[src/rtl/pdr_pkg.sv]
// Purpose: Shared constants for the power-down and reset controller ends
// Assumes: One 100 MHz clock on both ends
// Notes:   Device register index is three bits, data is sixteen bits
package pdr_pkg;
  // Clock and times
  localparam int CLK_PERIOD_NS   = 10;
  localparam int STANDBY_NS      = 70;
  localparam int RECOVERY_NS     = 120;
  localparam int POR_HOLD_US     = 1000;
  localparam int WARM_WIDTH_NS   = 150;
  localparam int ABORT_LIMIT_US  = 25;
  // Least times round up except recovery; recovery and longest times round down
  localparam int STANDBY_CYCLES  = (STANDBY_NS + CLK_PERIOD_NS - 1) / CLK_PERIOD_NS;
  localparam int RECOVERY_CYCLES = RECOVERY_NS / CLK_PERIOD_NS;
  localparam int POR_HOLD_CYCLES = (POR_HOLD_US * 1000 + CLK_PERIOD_NS - 1) / CLK_PERIOD_NS;
  localparam int WARM_CYCLES     = (WARM_WIDTH_NS + CLK_PERIOD_NS - 1) / CLK_PERIOD_NS;
  localparam int ABORT_CYCLES    = (ABORT_LIMIT_US * 1000) / CLK_PERIOD_NS;
  localparam int APD_LIMIT       = 15;
  localparam int CFG_LOAD_CYCLES = 16;

  // Device register indices
  localparam logic [2:0] IDX_MODE_A   = 3'h0;
  localparam logic [2:0] IDX_MODE_C   = 3'h1;
  localparam logic [2:0] IDX_APD_CFG  = 3'h2;
  localparam logic [2:0] IDX_BUS_MODE = 3'h3;
  localparam logic [2:0] IDX_STATUS   = 3'h4;

  // Field positions
  localparam int A_APD_EN   = 1;
  localparam int A_LOW_PWR  = 3;
  localparam int A_CLK_AND  = 4;
  localparam int A_CLK_MC   = 5;
  localparam int CFG_POL    = 0;
  localparam int BM_CODE    = 3;
  localparam int BM_PERIPH  = 7;
  localparam int ST_PD      = 0;
  localparam int ST_BATT    = 1;
  localparam int ST_FBUSY   = 2;
  localparam int ST_VALID   = 3;
  localparam logic [15:0] MODE_C_MASK = 16'h007D;
  localparam logic [15:0] ZERO16      = 16'h0000;

  // Host register indices
  localparam logic [3:0] H_CMD    = 4'h8;
  localparam logic [3:0] H_STATUS = 4'h9;
  localparam logic [3:0] H_BUS    = 4'hA;
  localparam logic [3:0] H_ADDR   = 4'hB;
  localparam logic [3:0] H_SECT   = 4'hC;
  localparam int CMD_POR  = 0;
  localparam int CMD_WARM = 1;
  localparam int BUS_RUN  = 0;
  localparam int BUS_CS_N = 1;
  localparam int BUS_WRL  = 2;
  localparam int BUS_C1   = 3;
  localparam int BUS_C2   = 4;
  localparam int BUS_WRH  = 5;
  localparam logic [15:0] BUS_RESET = 16'h0002;
endpackage : pdr_pkg

[src/rtl/pdr_link_if.sv]
// Purpose: Pins between the bus master and the power and reset device
// Assumes: Both ends on the same clock
// Notes:   Strobes named _n are active low
`timescale 1ns/100ps
interface pdr_link_if;
  logic        rst_req;
  logic        address_strobe_in;
  logic        chip_select_n;
  logic        write_strobe_low_n;
  logic        write_strobe_high_n;
  logic        bus_control_1;
  logic        bus_control_2;
  logic [7:0]  address_low;
  logic [7:0]  primary_sector_selects;
  logic [3:0]  secondary_sector_selects;
  logic [2:0]  reg_addr;
  logic [15:0] reg_wdata;
  logic        reg_wr;
  logic        reg_rd;
  logic [15:0] reg_rdata;
  logic        power_down_flag;
  logic        battery_active_indicator;

  modport dev (
    input  rst_req, address_strobe_in, chip_select_n, write_strobe_low_n, write_strobe_high_n,
    input  bus_control_1, bus_control_2, address_low, primary_sector_selects, secondary_sector_selects,
    input  reg_addr, reg_wdata, reg_wr, reg_rd,
    output reg_rdata, power_down_flag, battery_active_indicator
  );
  modport host (
    output rst_req, address_strobe_in, chip_select_n, write_strobe_low_n, write_strobe_high_n,
    output bus_control_1, bus_control_2, address_low, primary_sector_selects, secondary_sector_selects,
    output reg_addr, reg_wdata, reg_wr, reg_rd,
    input  reg_rdata, power_down_flag, battery_active_indicator
  );
endinterface : pdr_link_if

[src/rtl/pdr_device.sv]
// Purpose: Power-down, input blocking and reset sequencing of the device end
// Assumes: Bus master on the same clock; srst marks the supply coming up
// Notes:   Link reset is active high; first reset after srst is power-on reset
// Function
// - Mode A bit 3 selects low-power arrays
// - Low power: standby after 70 ns still
// - Chip select low enables memories
// - Mode A bits 4,5 block clock
// - Mode C bits block address and controls
// - Counter counts idle strobe, flags at 15
// - Master holds power-on reset at least 1 ms
// - No access within 120 ns after reset
// - Flash starts in read mode, idle
// - Power-on reset: selects low, write high
// - Warm reset pulse at least 150 ns
// - Outputs valid after configuration load
// - Reset aborts program or erase
// - Port states in reset and power-down
// - Power-on reset clears macrocells
// - Register reset behaviour per reset kind
// - Battery indicator follows supply comparator
// - Strobe, chip select or reset wakes
// - Power-down blocks inputs, deselects memories
// - Clock block leaves counter running
`timescale 1ns/100ps
module pdr_device #(
  parameter logic [15:0] BUS_MODE_CFG = 16'h00FF,
  parameter int          CFG_LOAD     = pdr_pkg::CFG_LOAD_CYCLES
) (
  // Clock and reset
  input  wire logic        clock,
  input  wire logic        srst,
  // Link to the bus master
  pdr_link_if.dev          link,
  // Supply comparator and flash engine
  input  wire logic        vcc_below_standby,
  input  wire logic        flash_done,
  // Logic array controls
  output logic             logic_low_power,
  output logic             logic_standby,
  output logic             clk_to_and_en,
  output logic             clk_to_mc_en,
  output logic [12:0]      logic_array_in,
  output logic             logic_outputs_valid,
  output logic             macrocell_clear,
  // Memory and flash
  output logic             memories_enable,
  output logic [11:0]      memory_selects,
  output logic             flash_busy,
  output logic             flash_abort,
  output logic [15:0]      bus_mode_out,
  // Port states
  output logic             gp_as_input,
  output logic             addr_out_oe,
  output logic             data_oe,
  output logic             periph_oe
);
  typedef enum logic [1:0] {PDR_PH_POR, PDR_PH_RECOV, PDR_PH_RUN} pdr_phase_t;

  initial begin
    if (CFG_LOAD < 1 || CFG_LOAD > 255) $error("CFG_LOAD out of range");
    if (pdr_pkg::ABORT_CYCLES < 1) $error("abort limit below one cycle");
  end

  pdr_phase_t  phase_r, phase_nxt;
  logic        por_r;
  logic [3:0]  recov_cnt_r;
  logic [7:0]  cfg_cnt_r;
  logic        cfg_done_r;
  logic [15:0] mode_a_r, mode_c_r, apd_cfg_r, bus_mode_r;
  logic [3:0]  apd_cnt_r;
  logic        pd_r;
  logic        strobe_q_r;
  logic [12:0] watch_q_r;
  logic [3:0]  still_cnt_r;
  logic        batt_s1_r, batt_s2_r;
  logic [15:0] rdata_r;

  // Reset phase decode
  wire in_reset = link.rst_req || (phase_r == PDR_PH_RECOV);
  wire running  = (phase_r == PDR_PH_RUN) && !link.rst_req;

  always_comb begin
    phase_nxt = phase_r;
    case (phase_r)
      PDR_PH_POR:   if (!link.rst_req && cfg_done_r) phase_nxt = PDR_PH_RECOV;
      PDR_PH_RECOV: if (link.rst_req) phase_nxt = PDR_PH_RECOV;
                    else if (recov_cnt_r == 4'h0) phase_nxt = PDR_PH_RUN;
      PDR_PH_RUN:   if (link.rst_req) phase_nxt = PDR_PH_RECOV;
      default:      phase_nxt = PDR_PH_POR;
    endcase
  end

  // Reset sequencing and configuration load
  always_ff @(posedge clock) begin
    if (srst) begin
      phase_r     <= PDR_PH_POR;
      por_r       <= 1'b1;
      recov_cnt_r <= 4'h0;
      cfg_cnt_r   <= 8'h00;
      cfg_done_r  <= 1'b0;
    end else begin
      phase_r <= phase_nxt;
      if (link.rst_req)
        recov_cnt_r <= 4'(pdr_pkg::RECOVERY_CYCLES - 1);
      else if (recov_cnt_r != 4'h0)
        recov_cnt_r <= recov_cnt_r - 4'h1;
      if (por_r && link.rst_req && !cfg_done_r) begin
        cfg_cnt_r <= cfg_cnt_r + 8'h01;
        if (cfg_cnt_r == 8'(CFG_LOAD - 1))
          cfg_done_r <= 1'b1;
      end
      if (phase_nxt == PDR_PH_RUN)
        por_r <= 1'b0;
    end
  end

  // Register access is refused in reset and in power-down
  wire acc_ok = running && !pd_r;
  wire wr_ok  = link.reg_wr && acc_ok;

  // Register file; only power-on reset clears the power mode registers
  always_ff @(posedge clock) begin
    if (srst) begin
      mode_a_r   <= pdr_pkg::ZERO16;
      mode_c_r   <= pdr_pkg::ZERO16;
      apd_cfg_r  <= pdr_pkg::ZERO16;
      bus_mode_r <= pdr_pkg::ZERO16;
    end else if (link.rst_req) begin
      if (por_r) begin
        mode_a_r  <= pdr_pkg::ZERO16;
        mode_c_r  <= pdr_pkg::ZERO16;
        apd_cfg_r <= pdr_pkg::ZERO16;
      end
      bus_mode_r <= BUS_MODE_CFG;
      bus_mode_r[pdr_pkg::BM_CODE]   <= 1'b0;
      bus_mode_r[pdr_pkg::BM_PERIPH] <= 1'b0;
    end else if (wr_ok) begin
      case (link.reg_addr)
        pdr_pkg::IDX_MODE_A:   mode_a_r   <= link.reg_wdata;
        pdr_pkg::IDX_MODE_C:   mode_c_r   <= link.reg_wdata & pdr_pkg::MODE_C_MASK;
        pdr_pkg::IDX_APD_CFG:  apd_cfg_r  <= link.reg_wdata;
        pdr_pkg::IDX_BUS_MODE: bus_mode_r <= link.reg_wdata;
        default: ;
      endcase
    end
  end

  // Automatic power-down counter
  wire strobe_edge = link.address_strobe_in != strobe_q_r;
  wire wake        = strobe_edge || !link.chip_select_n || link.rst_req;
  wire apd_en      = mode_a_r[pdr_pkg::A_APD_EN];
  wire strobe_idle = link.address_strobe_in == apd_cfg_r[pdr_pkg::CFG_POL];
  wire [3:0] apd_inc = (apd_cnt_r == 4'(pdr_pkg::APD_LIMIT)) ? apd_cnt_r : apd_cnt_r + 4'h1;

  // Runs on the raw clock, never on the gated array clocks
  always_ff @(posedge clock) begin
    if (srst) begin
      strobe_q_r <= 1'b0;
      apd_cnt_r  <= 4'h0;
      pd_r       <= 1'b0;
    end else begin
      strobe_q_r <= link.address_strobe_in;
      if (!apd_en || wake) begin
        apd_cnt_r <= 4'h0;
        pd_r      <= 1'b0;
      end else if (strobe_idle) begin
        apd_cnt_r <= apd_inc;
        if (apd_inc == 4'(pdr_pkg::APD_LIMIT))
          pd_r <= 1'b1;
      end
    end
  end

  // Array inputs: mode C bits and power-down both block
  wire [12:0] raw_in   = {link.write_strobe_high_n, link.address_strobe_in, link.bus_control_2,
                          link.bus_control_1, link.write_strobe_low_n, link.address_low};
  wire [12:0] blk_mask = {mode_c_r[6:2], {8{mode_c_r[0]}}};
  wire [12:0] arr_nxt  = pd_r ? watch_q_r : (raw_in & ~blk_mask);
  wire        low_pwr  = mode_a_r[pdr_pkg::A_LOW_PWR];
  wire        still    = (arr_nxt == watch_q_r);

  // Standby detector for the low-power arrays
  always_ff @(posedge clock) begin
    if (srst) begin
      watch_q_r   <= 13'h0000;
      still_cnt_r <= 4'h0;
    end else begin
      watch_q_r <= arr_nxt;
      if (!still || !low_pwr)
        still_cnt_r <= 4'h0;
      else if (still_cnt_r != 4'(pdr_pkg::STANDBY_CYCLES))
        still_cnt_r <= still_cnt_r + 4'h1;
    end
  end

  // Memory selection and flash engine
  wire [11:0] sel_in   = {link.secondary_sector_selects, link.primary_sector_selects};
  wire        mem_en   = !link.chip_select_n && !pd_r && running;
  wire        fl_start = mem_en && !link.write_strobe_low_n && (sel_in != 12'h000);
  wire        rd_cycle = mem_en && link.write_strobe_low_n && (sel_in != 12'h000);

  // Register read mux
  logic [15:0] rd_mux;
  always_comb begin
    case (link.reg_addr)
      pdr_pkg::IDX_MODE_A:   rd_mux = mode_a_r;
      pdr_pkg::IDX_MODE_C:   rd_mux = mode_c_r;
      pdr_pkg::IDX_APD_CFG:  rd_mux = apd_cfg_r;
      pdr_pkg::IDX_BUS_MODE: rd_mux = bus_mode_r;
      pdr_pkg::IDX_STATUS:   rd_mux = {12'h000, cfg_done_r, flash_busy, batt_s2_r, pd_r};
      default:               rd_mux = pdr_pkg::ZERO16;
    endcase
  end

  // Battery comparator sync; read data one cycle after the strobe
  always_ff @(posedge clock) begin
    if (srst) begin
      batt_s1_r <= 1'b0;
      batt_s2_r <= 1'b0;
      rdata_r   <= pdr_pkg::ZERO16;
    end else begin
      batt_s1_r <= vcc_below_standby;
      batt_s2_r <= batt_s1_r;
      rdata_r   <= (link.reg_rd && acc_ok) ? rd_mux : pdr_pkg::ZERO16;
    end
  end

  // Registered outputs
  always_ff @(posedge clock) begin
    if (srst) begin
      flash_busy          <= 1'b0;
      flash_abort         <= 1'b0;
      logic_low_power     <= 1'b0;
      logic_standby       <= 1'b0;
      clk_to_and_en       <= 1'b1;
      clk_to_mc_en        <= 1'b1;
      logic_array_in      <= 13'h0000;
      logic_outputs_valid <= 1'b0;
      macrocell_clear     <= 1'b1;
      memories_enable     <= 1'b0;
      memory_selects      <= 12'h000;
      bus_mode_out        <= pdr_pkg::ZERO16;
      gp_as_input         <= 1'b1;
      addr_out_oe         <= 1'b0;
      data_oe             <= 1'b0;
      periph_oe           <= 1'b0;
    end else begin
      flash_abort <= flash_busy && link.rst_req;
      if (link.rst_req)
        flash_busy <= 1'b0;
      else if (fl_start)
        flash_busy <= 1'b1;                                                 // Start wins over a same-cycle done
      else if (flash_done)
        flash_busy <= 1'b0;
      logic_low_power     <= low_pwr;
      logic_standby       <= low_pwr && still && (still_cnt_r == 4'(pdr_pkg::STANDBY_CYCLES));
      clk_to_and_en       <= !mode_a_r[pdr_pkg::A_CLK_AND];
      clk_to_mc_en        <= !mode_a_r[pdr_pkg::A_CLK_MC];
      logic_array_in      <= arr_nxt;
      logic_outputs_valid <= cfg_done_r;
      macrocell_clear     <= por_r && in_reset;
      memories_enable     <= mem_en;
      memory_selects      <= mem_en ? sel_in : 12'h000;
      bus_mode_out        <= bus_mode_r;
      gp_as_input         <= in_reset || phase_r == PDR_PH_POR;
      addr_out_oe         <= running && !pd_r;
      data_oe             <= rd_cycle;
      periph_oe           <= rd_cycle && bus_mode_r[pdr_pkg::BM_PERIPH];
    end
  end

  // Link outputs
  assign link.reg_rdata                = rdata_r;
  assign link.power_down_flag          = pd_r;
  assign link.battery_active_indicator = batt_s2_r;
endmodule : pdr_device

[src/flat_wrapper.sv]
// flat-port wrapper written by rule: the top's interface ports become plain ports
module pdr_device_flat 
#(
  parameter logic [15:0] BUS_MODE_CFG = 16'h00FF,
  parameter int          CFG_LOAD     = pdr_pkg::CFG_LOAD_CYCLES
)
  (clock, srst, vcc_below_standby, flash_done, logic_low_power, logic_standby, clk_to_and_en, clk_to_mc_en, logic_array_in, logic_outputs_valid, macrocell_clear, memories_enable, memory_selects, flash_busy, flash_abort, bus_mode_out, gp_as_input, addr_out_oe, data_oe, periph_oe, link_rst_req, link_address_strobe_in, link_chip_select_n, link_write_strobe_low_n, link_write_strobe_high_n, link_bus_control_1, link_bus_control_2, link_address_low, link_primary_sector_selects, link_secondary_sector_selects, link_reg_addr, link_reg_wdata, link_reg_wr, link_reg_rd, link_reg_rdata, link_power_down_flag, link_battery_active_indicator);
  pdr_link_if link_i ();
  input  wire logic clock;
  input  wire logic srst;
  input  wire logic vcc_below_standby;
  input  wire logic flash_done;
  output logic logic_low_power;
  output logic logic_standby;
  output logic clk_to_and_en;
  output logic clk_to_mc_en;
  output logic [12:0] logic_array_in;
  output logic logic_outputs_valid;
  output logic macrocell_clear;
  output logic memories_enable;
  output logic [11:0] memory_selects;
  output logic flash_busy;
  output logic flash_abort;
  output logic [15:0] bus_mode_out;
  output logic gp_as_input;
  output logic addr_out_oe;
  output logic data_oe;
  output logic periph_oe;
  input wire logic [$bits(link_i.rst_req)-1:0] link_rst_req;
  input wire logic [$bits(link_i.address_strobe_in)-1:0] link_address_strobe_in;
  input wire logic [$bits(link_i.chip_select_n)-1:0] link_chip_select_n;
  input wire logic [$bits(link_i.write_strobe_low_n)-1:0] link_write_strobe_low_n;
  input wire logic [$bits(link_i.write_strobe_high_n)-1:0] link_write_strobe_high_n;
  input wire logic [$bits(link_i.bus_control_1)-1:0] link_bus_control_1;
  input wire logic [$bits(link_i.bus_control_2)-1:0] link_bus_control_2;
  input wire logic [$bits(link_i.address_low)-1:0] link_address_low;
  input wire logic [$bits(link_i.primary_sector_selects)-1:0] link_primary_sector_selects;
  input wire logic [$bits(link_i.secondary_sector_selects)-1:0] link_secondary_sector_selects;
  input wire logic [$bits(link_i.reg_addr)-1:0] link_reg_addr;
  input wire logic [$bits(link_i.reg_wdata)-1:0] link_reg_wdata;
  input wire logic [$bits(link_i.reg_wr)-1:0] link_reg_wr;
  input wire logic [$bits(link_i.reg_rd)-1:0] link_reg_rd;
  output wire logic [$bits(link_i.reg_rdata)-1:0] link_reg_rdata;
  output wire logic [$bits(link_i.power_down_flag)-1:0] link_power_down_flag;
  output wire logic [$bits(link_i.battery_active_indicator)-1:0] link_battery_active_indicator;
  assign link_i.rst_req = link_rst_req;
  assign link_i.address_strobe_in = link_address_strobe_in;
  assign link_i.chip_select_n = link_chip_select_n;
  assign link_i.write_strobe_low_n = link_write_strobe_low_n;
  assign link_i.write_strobe_high_n = link_write_strobe_high_n;
  assign link_i.bus_control_1 = link_bus_control_1;
  assign link_i.bus_control_2 = link_bus_control_2;
  assign link_i.address_low = link_address_low;
  assign link_i.primary_sector_selects = link_primary_sector_selects;
  assign link_i.secondary_sector_selects = link_secondary_sector_selects;
  assign link_i.reg_addr = link_reg_addr;
  assign link_i.reg_wdata = link_reg_wdata;
  assign link_i.reg_wr = link_reg_wr;
  assign link_i.reg_rd = link_reg_rd;
  assign link_reg_rdata = link_i.reg_rdata;
  assign link_power_down_flag = link_i.power_down_flag;
  assign link_battery_active_indicator = link_i.battery_active_indicator;
  pdr_device #(.BUS_MODE_CFG(BUS_MODE_CFG), .CFG_LOAD(CFG_LOAD)) u_core (.clock(clock), .srst(srst), .link(link_i), .vcc_below_standby(vcc_below_standby), .flash_done(flash_done), .logic_low_power(logic_low_power), .logic_standby(logic_standby), .clk_to_and_en(clk_to_and_en), .clk_to_mc_en(clk_to_mc_en), .logic_array_in(logic_array_in), .logic_outputs_valid(logic_outputs_valid), .macrocell_clear(macrocell_clear), .memories_enable(memories_enable), .memory_selects(memory_selects), .flash_busy(flash_busy), .flash_abort(flash_abort), .bus_mode_out(bus_mode_out), .gp_as_input(gp_as_input), .addr_out_oe(addr_out_oe), .data_oe(data_oe), .periph_oe(periph_oe));
endmodule
[config.mk]
export PLATFORM = sky130hd
export DESIGN_NAME = pdr_device_flat
export DESIGN_NICKNAME = d
export VERILOG_FILES = /design/src/rtl/pdr_pkg.sv /design/src/rtl/pdr_link_if.sv /design/src/rtl/pdr_device.sv /design/src/flat_wrapper.sv
export SDC_FILE = /design/constraint.sdc
export NUM_CORES = 1
export LEC_CHECK = 0
export ABC_CLOCK_PERIOD_IN_PS = 2300
export CAP_MARGIN = 20
export CORE_MARGIN = 10
export CORE_UTILIZATION = 38
export DETAILED_ROUTE_END_ITERATION = 12
export DONT_BUFFER_PORTS = 1
export GPL_TIMING_DRIVEN = 0
export HOLD_SLACK_MARGIN = 0.15
export PLACE_DENSITY = 0.51
export SLEW_MARGIN = 5
export SYNTH_ARGS = -nofsm -noshare
export SYNTH_HDL_FRONTEND = slang
export SYNTH_SLANG_ARGS = --single-unit
[constraint.sdc]
create_clock -name clock -period 2.3 [get_ports clock]
set_input_delay 0.575 -clock clock [delete_from_list [all_inputs] [get_ports clock]]
set_output_delay 0.575 -clock clock [all_outputs]
set_load 0.01 [all_outputs]
==> results.txt <==
----------------------------------------------------
[Global routing]
  Maximum number of pins on one net before global-route repair ... 17
  Initial antenna violation count ... 0
  Global-route wire length before repair ... 25.7 mm
  Number of global-route vias before repair ... 4452
  Grt total ovfl ... 0
  Total GRT Usage ... 0.155

[Synth]
  Cell Area, Synth ... 0.00596 sq mm
  Number of enable flip-flop cells after synthesis ... 0
  Library cell with the highest instance count after synthesis ... dfxtp_1
  Synth Flop Type ... dfxtp_1
  Share of flip-flops with an asynchronous set or reset after synthesis ... 0
  Leading post-synthesis cells by cell area ... dfxtp_1, a21oi_1, nor2_1, nand3_1, nor2b_1
  Top-area cell type share of the netlist area ... 0.511
  Mapped Cells ... 641
  Most frequent cells after synthesis ... dfxtp_1, nor2_1, a21oi_1
  Count of unique library cells instantiated by Yosys ... 51
  Synth Net Count ... 696
  Ys Warns ... 0
  Synthesis-stage register bit count ... 152
  Mapped Avg Cell Area ... 9.30 sq um
  Post-synth top area cell ... dfxtp_1
  Sequential cell area fraction in the yosys report ... 0.511

[Timing]
  Total negative slack ... 0 ps
  Post-route clock period utilization ... 0.827
  Setup violations, final ... 0
  Setup clock skew after layout ... 7.94 ps
  Headroom to the max-slew limit ... 0.526
  Worst-Margin Slew ... 712 ps
  Shortest clock period the worst path allows after layout ... 1900 ps
  Highest achievable clock rate ... 526 MHz
  Hold violation total from the final report ... 0
  RSZ-0062 raised after global routing ... no
  Final slew viol count ... 0

[Clock tree]
  Cts hold-fix bufs ... 0
  Clock input transition at the sequential cells of the worst setup and hold paths ... 60 ps
  Clock latency reported for the late side of the worst-skew pair ... 420 ps
  Clock Sinks ... 152
  Inserted Clock Buffers ... 17
  Gates resized, CTS repair ... 0
  Cell chosen for the clock root ... clkbuf_16
  H-tree levels ... 4
  Setup repair bufs after CTS ... 0
  Maximum clock path buffer count ... 2
  TritonCTS clock tree ... built

[Finish]
  Number of nets in the layout ... 715
  Post-Layout Cell Count ... 886
  Non-Filler Cell Area, Final ... 0.00683 sq mm
  Share of post-route cells with drive strength above 1 ... 0.107
  Final core area utilization ... 0.448
  Layout Area Growth over Synthesis ... 14.6%

[Detailed routing]
  Aggregate routed wire length ... 17.0 mm
  Via/cell ratio ... 5.34
  Post-route ant nets ... 0
  Number of vias in the routed layout ... 4731
  Average detailed-routed wire length per instance ... 19.2 um
  Pre-Repair DR Iteration Count ... 5
  Remaining routing DRC violations ... 0
  First DRT Iteration DRCs ... 287

[Critical path]
  Crit path DAT ... 2250 ps
  Crit end category ... flip-flop
  Setup crit start kind ... flip-flop
  CP required ... 2650 ps
  Timing startpoint of the critical path ... u_core.link.power_down_flag$_SDFFE_PP0P_
  Startpoint of the worst-slack reg-to-reg timing path ... u_core.link.power_down_flag$_SDFFE_PP0P_
  Top fanout value on the critical path ... 10
  Worst Setup EP ... u_core.apd_cfg_r[10]$_SDFFE_PP0P_
  Count of cells along the worst register-to-register path ... 8
  Reg2Reg Capture Point ... u_core.apd_cfg_r[10]$_SDFFE_PP0P_
  Kind of critical path ... reg -> reg
  Worst-case register-to-register setup slack ... 400 ps

[Die]
  Vertical die dimension ... 145 um
  Floorplan row count ... 45
  I/O Pins ... 124
  Initial core utilization ... 0.390
  Floorplan die area ... 0.0211 sq mm
  Floorplan die width ... 145 um
  Core Footprint ... 0.0153 sq mm

[Power and ir drop]
  Sw Pwr ... 1.30 mW
  Fraction of power consumed by the clock network ... 0.491
  Static Leak ... 2.42 nW
  Total power consumption of the routed design ... 5.76 mW
  Worst VDD drop ... 574 uV
  Power density over cell area ... 844 mW/mm^2
  Share of total power in sequential cells ... 0.472
  Fraction of power spent switching nets ... 0.226
  Combinational power share ... 0.037
  Internal power ... 4.46 mW

[Placed design]
  Count of placed standard cells including taps ... 852
  Dpl hpwl ... 12.7 mm
  Placed inst area ... 0.00622 sq mm
  Count of buffers inserted at the top-level ports ... 0
  Weighted congestion at the end of routability-driven global placement ... 0.865

[Min path]
  Min-delay worst type ... in -> reg

[Run status]
  Result of the run ... finished clean

[Run]
  Max-capacitance violation count ... 0

----------------------------------------------------
## metal layers
layer | GRT usage | vias to the layer above | part of all wire
li1 | - | 2281 | -
met1 | 0.193 | 2252 | 0.44
met2 | 0.240 | 180 | 0.46
met3 | 0.0571 | 18 | 0.089
met4 | 0.0586 | 0 | 0.013
met5 | 0 | - | 0
## final cells by class
class                           count  area [sq um]
Inverter                            7          26.3
Tap cell                          211           264
Antenna cell                        2          5.00
Sequential cell                   152          3040
Fill cell                        1488          8430
Clock inverter                     14           174
Buffer                             40           208
Clock buffer                       18           429
Multi-Input combinational cell    442          2680
## metrics by stage
stage	setup WS [ps]	hold slack (ps)
2_1_floorplan	446	380
3_3_place_gp	47.3	422
6_report	399	276
3_5_place_dp	0.869	445
5_1_grt	225	259
4_1_cts	310	257
## cell families after synthesis
kind of cell,synth area share
flops,0.511
xor+xnor,0.0265
compound gates,0.0960
mux,0.0664
simple gates,0.255
fa+ha+maj,0.00630
buf+inv,0.0393
## critical path, cell delays in order (launching register included)
cell	delay, ps
dfxtp_1	430
buf_6	180
nor2_4	50
and4_1	190
buf_4	150
nand3b_1	250
buf_2	300
nand3_1	120
a21oi_1	170
## layout by cell type, fill, tap and decap left out, types with 6 or more instances in the layout
master     instances
nor4_1             6
xnor2_1            9
mux2i_1           17
inv_1              7
a21oi_1           51
clkbuf_16         17
nand2b_1           9
clkbuf_1          22
dfxtp_1          152
a22oi_1           23
xor2_1             9
mux2_2            14
buf_2             10
nor2_1            68
nor2b_1           35
nor3_1            24
and2_1            16
o21ai_0            8
nand3_1           48
nand2_1           47
nand3b_1          12
## power groups by stage
stage	registers [mW]	logic (mW)	clock network [mW]
3_5_place_dp	2.78	0.213	0
6_report	2.72	0.213	2.83
2_1_floorplan	2.76	0.159	0
4_1_cts	2.72	0.214	2.89
5_1_grt	2.72	0.235	3.01
3_3_place_gp	2.78	0.209	0
## state kept, by name, indices dropped and copies added, names as in the netlist, 2 cells and up
name and flops:
u_core.mode_a_r 16, u_core.logic_array_in 13, u_core.mode_c_r 6, u_core.apd_cfg_r 16
u_core.link.reg_rdata 16, u_core.recov_cnt_r 4, u_core.still_cnt_r 4, u_core.cfg_cnt_r 8
u_core.bus_mode_out 16, u_core.phase_r 2, u_core.apd_cnt_r 4, u_core.memory_selects 12
u_core.bus_mode_r 16
## worst min-delay path by stage
stage	cells after the start	start	slack, ps	end
global route	1	srst	260	u_core.logic_low_power$_SDFF_PP0_
CTS	1	link_secondary_sector_selects[3]	260	u_core.memory_selects[11]$_SDFF_PP0_
finish	1	link_primary_sector_selects[6]	280	u_core.memory_selects[6]$_SDFF_PP0_
detailed placement	1	u_core.mode_a_r[5]$_SDFFE_PP0P_	450	u_core.clk_to_mc_en$_SDFF_PP1_
floorplan	1	u_core.mode_a_r[4]$_SDFFE_PP0P_	380	u_core.clk_to_and_en$_SDFF_PP1_
global placement	1	u_core.batt_s1_r$_SDFF_PP0_	420	u_core.link.battery_active_indicator$_SDFF_PP0_
Power figures use the tool's default switching activity.
